[src/hdl/slcr_defs.svh]
`ifndef SLCR_DEFS_SVH
`define SLCR_DEFS_SVH

`define SLCR_ADDR_W          8
`define SLCR_OFS_RSVD_27     8'h27
`define SLCR_OFS_RSVD_28     8'h28
`define SLCR_OFS_RSVD_29     8'h29
`define SLCR_OFS_RSVD_2A     8'h2A
`define SLCR_OFS_RSVD_2B     8'h2B
`define SLCR_OFS_RSVD_2D     8'h2D
`define SLCR_OFS_RSVD_2E     8'h2E
`define SLCR_OFS_RSVD_30     8'h30
`define SLCR_OFS_HDR_TINIT   8'h31
`define SLCR_OFS_BCC         8'h32
`define SLCR_OFS_FWD         8'h33
`define SLCR_OFS_RSVD_34     8'h34
`define SLCR_OFS_STATUS      8'h3F

`define SLCR_RST_RSVD_27     8'h00
`define SLCR_RST_RSVD_28     8'h07
`define SLCR_RST_RSVD_29     8'h33
`define SLCR_RST_RSVD_2A     8'h01
`define SLCR_RST_HDR_TINIT   8'h20
`define SLCR_RST_BCC         8'h09
`define SLCR_RST_FWD         8'h04
`define SLCR_RST_ZERO        8'h00

`define SLCR_MASK_27         8'h07
`define SLCR_MASK_NIBBLES    8'h77

`define SLCR_STEP_US         100
`define SLCR_CLK_MHZ         250
`define SLCR_STEP_CYC        (`SLCR_STEP_US * `SLCR_CLK_MHZ)
`define SLCR_STEP_CNT_W      15
`define SLCR_CRC_COVER_BYTES 8
`define SLCR_NUM_VC          4
`define SLCR_PERR_CNT_MAX    8'h7F

`endif

[src/hdl/slcr_pkg.sv]
package slcr_pkg;
  typedef struct packed {
    logic [1:0] header_channel_pick;
    logic       header_source_select;
    logic       per_channel_header_capture;
    logic       rsvd3;
    logic [2:0] startup_ignore_interval;
  } slcr_hdr_tinit_s;

  typedef struct packed {
    logic       pass_all;
    logic       pass_matched;
    logic       auto_ack_all;
    logic       rsvd4;
    logic       parity_check_on;
    logic [2:0] rsvd;
  } slcr_bcc_s;

  typedef struct packed {
    logic [4:0] rsvd;
    logic       control_sequence_crc_on;
    logic [1:0] forward_gpio_count;
  } slcr_fwd_s;

  typedef struct packed {
    logic        valid;
    logic [1:0]  vc;
    logic [31:0] raw_hdr;
    logic [31:0] corr_hdr;
    logic        interleaved;
  } slcr_pkt_hdr_s;

  typedef enum logic [1:0] {
    SLCR_ST_WAIT = 2'b00,
    SLCR_ST_RUN  = 2'b01
  } slcr_tinit_e;
endpackage

[src/hdl/slcr_startup_timer.sv]
`timescale 1ns/100ps
`default_nettype none
`include "slcr_defs.svh"
module slcr_startup_timer (
  input  wire logic       core_clk_i,
  input  wire logic       reset_n_i,
  input  wire logic [2:0] interval_i,
  output logic            lp_ignore_o
);
  import slcr_pkg::*;
  localparam logic [`SLCR_STEP_CNT_W-1:0] STEP_LAST =
    `SLCR_STEP_CNT_W'(`SLCR_STEP_CYC - 1);

  slcr_tinit_e                 state_reg;
  logic [`SLCR_STEP_CNT_W-1:0] cyc_reg;
  logic [3:0]                  step_reg;
  wire                         step_tick = (cyc_reg == STEP_LAST);
  // code n holds off for n+1 steps; the code is read live so software
  // may lengthen the interval, and a shorter code written late ends the
  // wait at the next step instead of never matching
  wire                         done =
    step_tick && (step_reg >= {1'b0, interval_i});

  always_ff @(posedge core_clk_i) begin
    if (!reset_n_i) begin
      state_reg <= SLCR_ST_WAIT;
      cyc_reg   <= '0;
      step_reg  <= 4'h0;
    end else if (state_reg == SLCR_ST_WAIT) begin
      cyc_reg <= step_tick ? '0 : cyc_reg + 1'b1;
      if (step_tick) begin
        step_reg <= step_reg + 4'h1;
      end
      if (done) begin
        state_reg <= SLCR_ST_RUN;
      end
    end
  end

  assign lp_ignore_o = (state_reg == SLCR_ST_WAIT);
endmodule
`default_nettype wire

[src/hdl/slcr_header_monitor.sv]
`timescale 1ns/100ps
`default_nettype none
`include "slcr_defs.svh"
module slcr_header_monitor (
  input  wire logic                   core_clk_i,
  input  wire logic                   reset_n_i,
  input  wire slcr_pkg::slcr_pkt_hdr_s pkt_i,
  input  wire logic                   per_vc_i,
  input  wire logic [1:0]             vc_pick_i,
  input  wire logic                   corrected_i,
  output logic [31:0]                 hdr_o
);
  import slcr_pkg::*;
  logic [31:0] raw_reg  [`SLCR_NUM_VC];
  logic [31:0] corr_reg [`SLCR_NUM_VC];
  logic [31:0] last_raw_reg;
  logic [31:0] last_corr_reg;
  logic        last_inter_reg;

  genvar g;
  generate
    for (g = 0; g < `SLCR_NUM_VC; g++) begin : g_vc
      wire cap = pkt_i.valid && pkt_i.interleaved && per_vc_i &&
                 (pkt_i.vc == 2'(g));
      always_ff @(posedge core_clk_i) begin
        if (!reset_n_i) begin
          raw_reg[g]  <= 32'h0;
          corr_reg[g] <= 32'h0;
        end else if (cap) begin
          raw_reg[g]  <= pkt_i.raw_hdr;
          corr_reg[g] <= pkt_i.corr_hdr;
        end
      end
    end
  endgenerate

  // ordinary packets always land in the shared slot
  always_ff @(posedge core_clk_i) begin
    if (!reset_n_i) begin
      last_raw_reg  <= 32'h0;
      last_corr_reg <= 32'h0;
      last_inter_reg <= 1'b0;
    end else if (pkt_i.valid) begin
      last_raw_reg  <= pkt_i.raw_hdr;
      last_corr_reg <= pkt_i.corr_hdr;
      last_inter_reg <= pkt_i.interleaved;
    end
  end

  // per-channel view only follows interleaved traffic, so the enable
  // leaves plain packets untouched
  wire        use_vc  = per_vc_i && last_inter_reg;
  wire [31:0] vc_raw  = raw_reg[vc_pick_i];
  wire [31:0] vc_corr = corr_reg[vc_pick_i];
  wire [31:0] sel_raw  = use_vc ? vc_raw : last_raw_reg;
  wire [31:0] sel_corr = use_vc ? vc_corr : last_corr_reg;
  assign hdr_o = corrected_i ? sel_corr : sel_raw;
endmodule
`default_nettype wire

[src/hdl/slcr_config_regs.sv]
// Contract
// - Lane low-power control is ignored after reset for (code+1)*100 us.
// - A select bit resetting to 1 picks which header view is shown.
// - With per-channel capture on, interleaved headers are kept per VC.
// - The 2-bit channel pick selects the shown VC only while capture is on and the last header was interleaved.
// - Pass-all forwards every I2C transaction over the back channel.
// - Matched pass-through forwards only address-matched transactions.
// - Auto-acknowledge acks every I2C write regardless of lock or remote ack.
// - Back-channel parity is checked while the enable bit, reset 1, is set.
// - With CRC on, a CRC of the first 8 control bytes goes out as byte 9.
// - The GPIO count code gives 0, 1, 2 or 4 forward GPIOs, reset 0.
`timescale 1ns/100ps
`default_nettype none
`include "slcr_defs.svh"
module slcr_config_regs (
  input  wire logic                    core_clk_i,
  input  wire logic                    reset_n_i,
  input  wire logic [7:0]              reg_addr_i,
  input  wire logic [7:0]              reg_wdata_i,
  input  wire logic                    reg_wr_i,
  input  wire logic                    reg_rd_i,
  output logic [7:0]                   reg_rdata_o,
  input  wire slcr_pkg::slcr_pkt_hdr_s pkt_i,
  output logic [31:0]                  pkt_hdr_view_o,
  output logic                         lp_ctrl_ignore_o,
  input  wire logic                    i2c_txn_i,
  input  wire logic                    i2c_addr_match_i,
  input  wire logic                    i2c_is_write_i,
  input  wire logic                    remote_ack_i,
  output logic                         i2c_forward_o,
  output logic                         i2c_ack_o,
  input  wire logic                    bc_byte_valid_i,
  input  wire logic                    bc_parity_ok_i,
  output logic                         bc_parity_check_on_o,
  output logic                         bc_parity_err_o,
  input  wire logic                    cs_byte_valid_i,
  input  wire logic [3:0]              cs_byte_idx_i,
  output logic                         cs_crc_slot_o,
  output logic [3:0]                   cs_seq_len_o,
  output logic [2:0]                   fwd_gpio_num_o,
  output logic [3:0]                   fwd_gpio_en_o
);
  import slcr_pkg::*;

  slcr_hdr_tinit_s hdr_reg;
  slcr_bcc_s       bcc_reg;
  slcr_fwd_s       fwd_reg;
  logic [7:0]      r27_reg;
  logic [7:0]      r28_reg;
  logic [7:0]      r29_reg;
  logic [7:0]      r2a_reg;
  logic [7:0]      r2e_reg [3];
  logic [7:0]      r34_reg;
  logic [7:0]      rdata_reg;
  logic            perr_reg;
  logic [7:0]      perr_cnt_reg;

  wire a_27  = (reg_addr_i == `SLCR_OFS_RSVD_27);
  wire a_28  = (reg_addr_i == `SLCR_OFS_RSVD_28);
  wire a_29  = (reg_addr_i == `SLCR_OFS_RSVD_29);
  wire a_2a  = (reg_addr_i == `SLCR_OFS_RSVD_2A);
  wire a_2b  = (reg_addr_i >= `SLCR_OFS_RSVD_2B) &&
               (reg_addr_i <= `SLCR_OFS_RSVD_2D);
  wire a_2e  = (reg_addr_i >= `SLCR_OFS_RSVD_2E) &&
               (reg_addr_i <= `SLCR_OFS_RSVD_30);
  wire a_hdr = (reg_addr_i == `SLCR_OFS_HDR_TINIT);
  wire a_bcc = (reg_addr_i == `SLCR_OFS_BCC);
  wire a_fwd = (reg_addr_i == `SLCR_OFS_FWD);
  wire a_34  = (reg_addr_i == `SLCR_OFS_RSVD_34);
  wire a_st  = (reg_addr_i == `SLCR_OFS_STATUS);
  wire [1:0] idx_2e = 2'(reg_addr_i - `SLCR_OFS_RSVD_2E);

  // reserved 0x2B-0x2D have no writable storage and read zero
  logic [7:0] rd_mux;
  always_comb begin
    rd_mux = `SLCR_RST_ZERO;
    if (a_27) begin
      rd_mux = r27_reg;
    end else if (a_28) begin
      rd_mux = r28_reg;
    end else if (a_29) begin
      rd_mux = r29_reg;
    end else if (a_2a) begin
      rd_mux = r2a_reg;
    end else if (a_2b) begin
      rd_mux = `SLCR_RST_ZERO;
    end else if (a_2e) begin
      rd_mux = r2e_reg[idx_2e];
    end else if (a_hdr) begin
      rd_mux = hdr_reg;
    end else if (a_bcc) begin
      rd_mux = bcc_reg;
    end else if (a_fwd) begin
      rd_mux = fwd_reg;
    end else if (a_34) begin
      rd_mux = r34_reg;
    end else if (a_st) begin
      rd_mux = {perr_cnt_reg[6:0], lp_ctrl_ignore_o};
    end
  end

  always_ff @(posedge core_clk_i) begin
    if (!reset_n_i) begin
      hdr_reg <= `SLCR_RST_HDR_TINIT;
      bcc_reg <= `SLCR_RST_BCC;
      fwd_reg <= `SLCR_RST_FWD;
      r27_reg <= `SLCR_RST_RSVD_27;
      r28_reg <= `SLCR_RST_RSVD_28;
      r29_reg <= `SLCR_RST_RSVD_29;
      r2a_reg <= `SLCR_RST_RSVD_2A;
      r2e_reg <= '{default: `SLCR_RST_ZERO};
      r34_reg <= `SLCR_RST_ZERO;
    end else if (reg_wr_i) begin
      if (a_27) begin
        r27_reg <= reg_wdata_i & `SLCR_MASK_27;
      end else if (a_28) begin
        r28_reg <= reg_wdata_i & `SLCR_MASK_NIBBLES;
      end else if (a_29) begin
        r29_reg <= reg_wdata_i & `SLCR_MASK_NIBBLES;
      end else if (a_2a) begin
        r2a_reg <= reg_wdata_i & `SLCR_MASK_NIBBLES;
      end else if (a_2e) begin
        r2e_reg[idx_2e] <= reg_wdata_i;
      end else if (a_hdr) begin
        hdr_reg <= reg_wdata_i;
      end else if (a_bcc) begin
        bcc_reg <= reg_wdata_i;
      end else if (a_fwd) begin
        fwd_reg <= reg_wdata_i;
      end else if (a_34) begin
        r34_reg <= reg_wdata_i;
      end
    end
  end

  // read data stands only in the cycle after the strobe
  always_ff @(posedge core_clk_i) begin
    if (!reset_n_i) begin
      rdata_reg <= `SLCR_RST_ZERO;
    end else begin
      rdata_reg <= reg_rd_i ? rd_mux : `SLCR_RST_ZERO;
    end
  end
  assign reg_rdata_o = rdata_reg;

  slcr_startup_timer u_timer (
    .core_clk_i  (core_clk_i),
    .reset_n_i   (reset_n_i),
    .interval_i  (hdr_reg.startup_ignore_interval),
    .lp_ignore_o (lp_ctrl_ignore_o)
  );

  slcr_header_monitor u_mon (
    .core_clk_i  (core_clk_i),
    .reset_n_i   (reset_n_i),
    .pkt_i       (pkt_i),
    .per_vc_i    (hdr_reg.per_channel_header_capture),
    .vc_pick_i   (hdr_reg.header_channel_pick),
    .corrected_i (hdr_reg.header_source_select),
    .hdr_o       (pkt_hdr_view_o)
  );

  // i2c steering is a combinational decision on the live transaction
  assign i2c_forward_o = i2c_txn_i &&
    (bcc_reg.pass_all ||
     (bcc_reg.pass_matched && i2c_addr_match_i));
  assign i2c_ack_o = i2c_txn_i &&
    ((i2c_is_write_i && bcc_reg.auto_ack_all) || remote_ack_i);

  assign bc_parity_check_on_o = bcc_reg.parity_check_on;
  wire perr_now = bc_byte_valid_i && bcc_reg.parity_check_on &&
                  !bc_parity_ok_i;
  // counter saturates so a stuck link cannot wrap back to a clean count;
  // it stops at the seven bits that software can see
  always_ff @(posedge core_clk_i) begin
    if (!reset_n_i) begin
      perr_reg     <= 1'b0;
      perr_cnt_reg <= `SLCR_RST_ZERO;
    end else begin
      perr_reg <= perr_now;
      if (perr_now && (perr_cnt_reg != `SLCR_PERR_CNT_MAX)) begin
        perr_cnt_reg <= perr_cnt_reg + 8'h01;
      end
    end
  end
  assign bc_parity_err_o = perr_reg;

  assign cs_seq_len_o = fwd_reg.control_sequence_crc_on ?
    4'(`SLCR_CRC_COVER_BYTES + 1) : 4'(`SLCR_CRC_COVER_BYTES);
  assign cs_crc_slot_o = cs_byte_valid_i && fwd_reg.control_sequence_crc_on &&
    (cs_byte_idx_i == 4'(`SLCR_CRC_COVER_BYTES));

  logic [2:0] gpio_num;
  always_comb begin
    case (fwd_reg.forward_gpio_count)
      2'b00: gpio_num = 3'h0;
      2'b01: gpio_num = 3'h1;
      2'b10: gpio_num = 3'h2;
      default: gpio_num = 3'h4;
    endcase
  end
  assign fwd_gpio_num_o = gpio_num;

  genvar gi;
  generate
    for (gi = 0; gi < 4; gi++) begin : g_gpio
      assign fwd_gpio_en_o[gi] = (3'(gi) < gpio_num);
    end
  endgenerate
endmodule
`default_nettype wire

[config.mk]
export PLATFORM = sky130hd
export DESIGN_NAME = slcr_config_regs
export DESIGN_NICKNAME = d
export VERILOG_FILES = /design/src/hdl/slcr_pkg.sv /design/src/hdl/slcr_startup_timer.sv /design/src/hdl/slcr_header_monitor.sv /design/src/hdl/slcr_config_regs.sv
export VERILOG_INCLUDE_DIRS = /design/src /design/src/hdl
export SDC_FILE = /design/constraint.sdc
export NUM_CORES = 1
export LEC_CHECK = 0
export BUFFER_PORTS_ARGS = -buffer_cell sky130_fd_sc_hd__buf_4
export CAP_MARGIN = 30
export CORE_MARGIN = 2
export CORE_UTILIZATION = 54
export CTS_CLUSTER_DIAMETER = 60
export DETAILED_ROUTE_END_ITERATION = 6
export PLACE_DENSITY_LB_ADDON = 0.15
export SLEW_MARGIN = 15
export SYNTH_ARGS = -nofsm -noshare
export SYNTH_HDL_FRONTEND = slang
export SYNTH_SLANG_ARGS = --single-unit
[constraint.sdc]
create_clock -name core_clk_i -period 6.3 [get_ports core_clk_i]
set_input_delay 0.63 -clock core_clk_i [delete_from_list [all_inputs] [get_ports core_clk_i]]
set_output_delay 0.63 -clock core_clk_i [all_outputs]
set_load 0.05 [all_outputs]
## Word-level counts from Yosys, hierarchy flattened

Memories as Yosys holds them, arrays and structs flattened. A register that Yosys moved wholly into a read port is not among the register bits.
Cells that the tools add are included.

- Register bits after elaboration: 179
- RAM bits: 256
- Bits of input ports: 99
- Output and inout port bits: 57
- Logic and storage cells: 173
- Memories: 2

- Add/sub/neg operators: 4
- Magnitude comparators: 11
- Equality and inequality tests: 17
- Mux-type cells: 48
- Bitwise logic cells: 18
- Reduce and logical (&&, ||, !) cells: 40

Memories:

| name | depth | width | read ports | clocked after Yosys merged registers in | write ports | RTL line | text |
|---|---|---|---|---|---|---|---|
| u_mon.corr_reg | 4 | 32 | 1 | 1 | 4 | slcr_header_monitor.sv:15 | `` logic [31:0] corr_reg [`SLCR_NUM_VC]; `` |
| u_mon.raw_reg | 4 | 32 | 1 | 1 | 4 | slcr_header_monitor.sv:14 | `` logic [31:0] raw_reg [`SLCR_NUM_VC]; `` |

Operators with widths:

| operator | number |
|---|---|
| two-way mux 32 bit | 11 |
| equality test 8 x 6 -> 1 bit (second input constant) | 9 |
| two-way mux 8 bit | 9 |
| two-way mux 7 bit | 4 |
| bitwise mux 24 bit | 1 |
| logical AND 1 bit | 20 |
| binary-select mux 8 bit (select 2 bit) | 1 |
| demux 8 bit (select 2 bit) | 1 |
| >= comparator 8 x 6 -> 1 bit (second input constant) | 2 |
| <= comparator 8 x 6 -> 1 bit (second input constant) | 2 |
| adder 15 x 1 -> 15 bit (second input constant) | 1 |
| equality test 15 bit (second input constant) | 1 |
| two-way mux 15 bit | 1 |
| two-way mux 1 bit | 14 |
| AND reduction 10 bit | 1 |
| inverter 1 bit | 9 |
| case mux 3 bit (3 select lines) | 1 |
| AND reduction 9 bit | 1 |
| adder 8 x 1 -> 8 bit (second input constant) | 1 |
| two-way mux 2 bit | 4 |
| inequality test 8 x 7 -> 1 bit (second input constant) | 1 |
| OR 1 bit | 8 |
| AND reduction 2 bit | 4 |
| AND reduction 8 bit | 1 |
| other kinds (22) | 30 |

## Longest topological paths before layout

- Depth after elaboration: 12
- Depth in mapped cells: 8
- Gate-level depth less buffers: 8

## Cells and area by module

Synthesis repeated with hierarchy kept, for this count alone.

- Cells, all modules: 1770
- Area total of the unflattened synthesis: 20534.7 µm²

By module, submodules not included:

| module | times used | cells an instance | area each (µm²) | seq. area each (µm²) |
|---|---|---|---|---|
| slcr_header_monitor | 1 | 1156 | 14730.4 | 8988.6 |
| slcr_config_regs | 1 | 502 | 4763.3 | 1881.8 |
| slcr_startup_timer | 1 | 112 | 1041.0 | 400.4 |

## Worst setup path before layout

OpenSTA, ideal clock, no wires.

- Kind: input-to-reg
- From: in pkt_i[67] in the netlist's numbering
- To: mem u_mon.corr_reg[0][0] (enable)
- Library setup time: 0.582 ns
- Data arrival time: 6.074 ns
- Required time: 5.718 ns
- Slack: -0.356 ns
- Stages: 4
- Path buffers: 2
- Path through: clkbuf_1 > buf_1 > nand3_1 > o31ai_1

RTL lines:

| element | RTL line | text |
|---|---|---|
| start, declared | slcr_config_regs.sv:23 | `input wire slcr_pkg::slcr_pkt_hdr_s pkt_i,` |
| end, declared | slcr_header_monitor.sv:15 |  |

==> key figures <==
Outcome
  – Status: complete, but fails checks
  – Failing checks: design-rule violations

Run
  – Max-Cap Viols: 0

Cells and area
  – Register cell area after layout: 11,300 um2
  – Layout cell share with drive strength beyond 1: about 23%
  – Area of the multi-input gates: between 7000 and 8000 um2
  – Layout fillers: between 2,000 and 3,000
  – Layout area overhead: 15.9%
  – # diodes: 0
  – Net count, final: approximately 1,700

Pwr
  – PD cells: between 200 and 300 nW/um2
  – Maximum VDD drop: about 0.23 mV
  – Switching power: 0.00137 W
  – Leakage: about 8.6 nW
  – Sequential Power Share: around half
  – Sw Share: around 23%
  – Pwr Total: a little over 0.006 W
  – Power share of the combinational group: 6.1%
  – Clk pwr share: 42.3%
  – Internal Power: 0.00470 W

Floorplanning
  – Starting Density: a little over half
  – Core Box Area: approximately 35,000 um2
  – Die W: about 190 um
  – Die height: slightly below 200 um
  – Ports: 156
  – Die area: 37,400 um2
  – Rows: 69

STA
  – Final setup TNS: 0 ps
  – Setup ws final: about 2200 ps
  – Number of hold violations in the final report: 0
  – Setup violators final: 0
  – Period minus WS final: around 4100 ps
  – Maximum clock rate: ~250 MHz
  – Slew at the pin with the worst max-slew slack: between 900 and 1000 ps
  – Final Skew: between 20 and 25 ps
  – Max-slew violations: 0
  – RSZ-0062 raised after global routing: no
  – Final period util: 64.5%
  – Relative slew slack: a little under two fifths

Yosys
  – Leading area contributor after synthesis: edfxtp_1
  – Synth cell count leaders: 262 x and2_1, 256 x edfxtp_1, 181 x dfxtp_1
  – Seq cells post-synth: 437
  – Yosys warns: 0
  – Synth top area cells: edfxtp_1 40%, dfxtp_1 19%, mux4_2 11%, and2_1 8.5%, mux2i_1 6.7%
  – Yosys cell types: 58
  – Top-area cell type share of the netlist area: between 30% and 40%
  – Post-synth EDFFs: about 260
  – Seq/Total Area, Yosys: between 50% and 60%
  – Top-count cell post-synth: and2_1
  – Ys flop type: edfxtp_1
  – Avg Cell Area, Syn: 13.0 um2
  – Syn Inst Count: between 1,000 and 1,500
  – Async SR Flop Fraction: 0%
  – Mapped cell area: 19,400 um2

Clock tree
  – CTS Sinks: between 400 and 500
  – Post-CTS setup buffers: 0
  – Skew-Pair Late Insertion Delay: roughly 570 ps
  – Resize count post-CTS: 0
  – Clock root buffer: clkbuf_16
  – Total CTS buffers: between 40 and 50
  – CTS clk-pin slew, worst paths: approximately 60 ps
  – CTS tree: built
  – H-Tree Depth: 2
  – Number of hold buffers added after CTS: 0
  – CTS max path bufs: 3

Drt
  – Vias: about 12,000
  – DR DRC count: 1
  – Antenna viol nets, final: 0
  – First DRT Iteration DRCs: 757
  – Drt wl/cell: roughly 21 um
  – Total Routed Length: around 44 mm
  – Drt via density: about 5.7
  – DRT Pass-1 Iters: 7

Setup path
  – Buf/Inv on CP: 2
  – Slowest stage delay, CP: 940 ps
  – Worst setup EP type: output pin
  – FF-to-FF End: u_mon.corr_reg[3][6]$_SDFFCE_PN0P_
  – WS Path Type: reg2out
  – Critical path, cell by cell: buf_4 > mux4_2 > mux4_2 > buf_4
  – Top Family by Delay on Critical Path: multiplexers
  – Crit Path Max Fanout: 40
  – CP required: ~5700 ps
  – Reg2Reg Depth: 4
  – WP data arrival: between 3000 and 4000 ps
  – Crit-path slowest cell: dfxtp_4
  – FF-to-FF setup slack: between 3000 and 4000 ps
  – Crit path launch type: flip-flop
  – Stages on worst setup path: 4
  – FF-to-FF Start: hdr_reg[4]$_SDFFE_PN0N_
  – Worst Setup EP: pkt_hdr_view_o[22]

GRT
  – Initial antenna violation count: 2
  – First-pass GRT wire length: between 60 and 70 mm
  – Grt total ovfl: 0
  – Vias in the first global route: 12,437
  – All-Layer GR Usage: between 20% and 30%
  – Largest net degree at the start of global routing: 79

Placement
  – IO buf count: approximately 150
  – GPL Wtd Cong: 0.856
  – Post-Place Setup Slack: 2720 ps
  – DP HPWL: roughly 27 mm

Min path
  – Worst min-delay path class: in2reg
==> cells in the final DEF (no fill, tap or decap), types with 4 or more instances in the layout <==
master / Yosys / layout
a21oi_1: 27 / 27
a221oi_1: 4 / 4
a22o_1: 6 / 6
a22oi_1: 11 / 11
and2_1: 262 / 262
and3_1: 4 / 4
buf_16: 0 / 4
buf_4: 7 / 169
clkbuf_1: 77 / 15
clkbuf_16: 0 / 47
clkinv_1: 1 / 5
clkinv_2: 0 / 8
dfxtp_1: 181 / 179
edfxtp_1: 256 / 256
ha_1: 6 / 6
inv_1: 12 / 11
mux2_2: 9 / 9
mux2i_1: 129 / 129
mux4_2: 96 / 96
nand2_1: 65 / 64
nand2b_1: 7 / 7
nand3_1: 29 / 29
nand4_1: 12 / 12
nor2_1: 151 / 148
nor2b_1: 7 / 7
nor3_1: 9 / 8
o21ai_0: 33 / 30
or2_2: 4 / 4
or3_1: 5 / 5
xnor2_1: 11 / 11
xor2_1: 13 / 13
==> tightest hold or removal path, delay by kind of cell <==
| family | cells | cell delay (ps) |
|---|---|---|
| AND/OR/NAND/NOR | 1 | 80 |
| multiplexers | 1 | 60 |
| buffers and inverters | 1 | 100 |
==> routing by layer <==
metal / GRT usage (%) / vias to the layer above / wire length, um
met5: 0 / - / 27
met4: 6.30 / 4 / 942
met3: 4.78 / 74 / 2420
met2: 40.5 / 314 / 21900
met1: 31.4 / 5946 / 18700
li1: - / 5642 / -
==> power groups by stage <==
stage / registers [W] / logic (W) / clock network, W
4_1_cts: 0.00313 / 0.000371 / 0.00262
5_1_grt: 0.00314 / 0.000397 / 0.00273
6_report: 0.00313 / 0.000370 / 0.00257
3_5_place_dp: 0.00319 / 0.000370 / 0
3_3_place_gp: 0.00319 / 0.000359 / 0
2_1_floorplan: 0.00319 / 0.000213 / 0
==> worst min path at each step <==
stage / from / to / slack [ps] / cells after the start
detailed placement: bcc_reg[4]$_SDFFE_PN0P_ / bcc_reg[4]$_SDFFE_PN0P_ / 450 / 2
floorplan: bcc_reg[1]$_SDFFE_PN0P_ / bcc_reg[1]$_SDFFE_PN0P_ / 430 / 2
finish: pkt_i[50] / u_mon.last_raw_reg[17]$_SDFFE_PN0P_ / 330 / 3
global route: pkt_i[16] / u_mon.last_corr_reg[15]$_SDFFE_PN0P_ / 330 / 3
CTS: pkt_i[50] / u_mon.last_raw_reg[17]$_SDFFE_PN0P_ / 310 / 3
global placement: bcc_reg[2]$_SDFFE_PN0P_ / bcc_reg[2]$_SDFFE_PN0P_ / 440 / 2
==> metrics by stage <==
stage	util (%)	cell area (um2)	hold WS [ps]	std cells
2_1_floorplan	-	19400	431	1495
3_3_place_gp	58.9	20900	438	2020
3_5_place_dp	59.3	21000	447	2027
4_1_cts	63.3	22400	307	2113
5_1_grt	63.4	22400	329	2115
6_report	63.4	22400	327	2115
==> cells by family after synthesis <==
kind of cell,synth area share [%]
adders and majority gates,0.388
other,0.0388
buffers and inverters,2.43
xor gates and xnor gates,1.09
and+or+nand+nor,16.1
muxes,18.4
AOI/OAI and AO/OA,3.13
DFF,58.4
==> area by class of cell <==
class                   instances  share of cell area (%)
flip-flops and latches        437                    50.4
repair buffers                175                    6.28
well taps                     461                    2.57
clock buffers                  65                    5.67
clock inverters                21                   0.697
multi-input cells             943                    34.1
inverters                      13                   0.229
(Power assumes the default switching activity.)
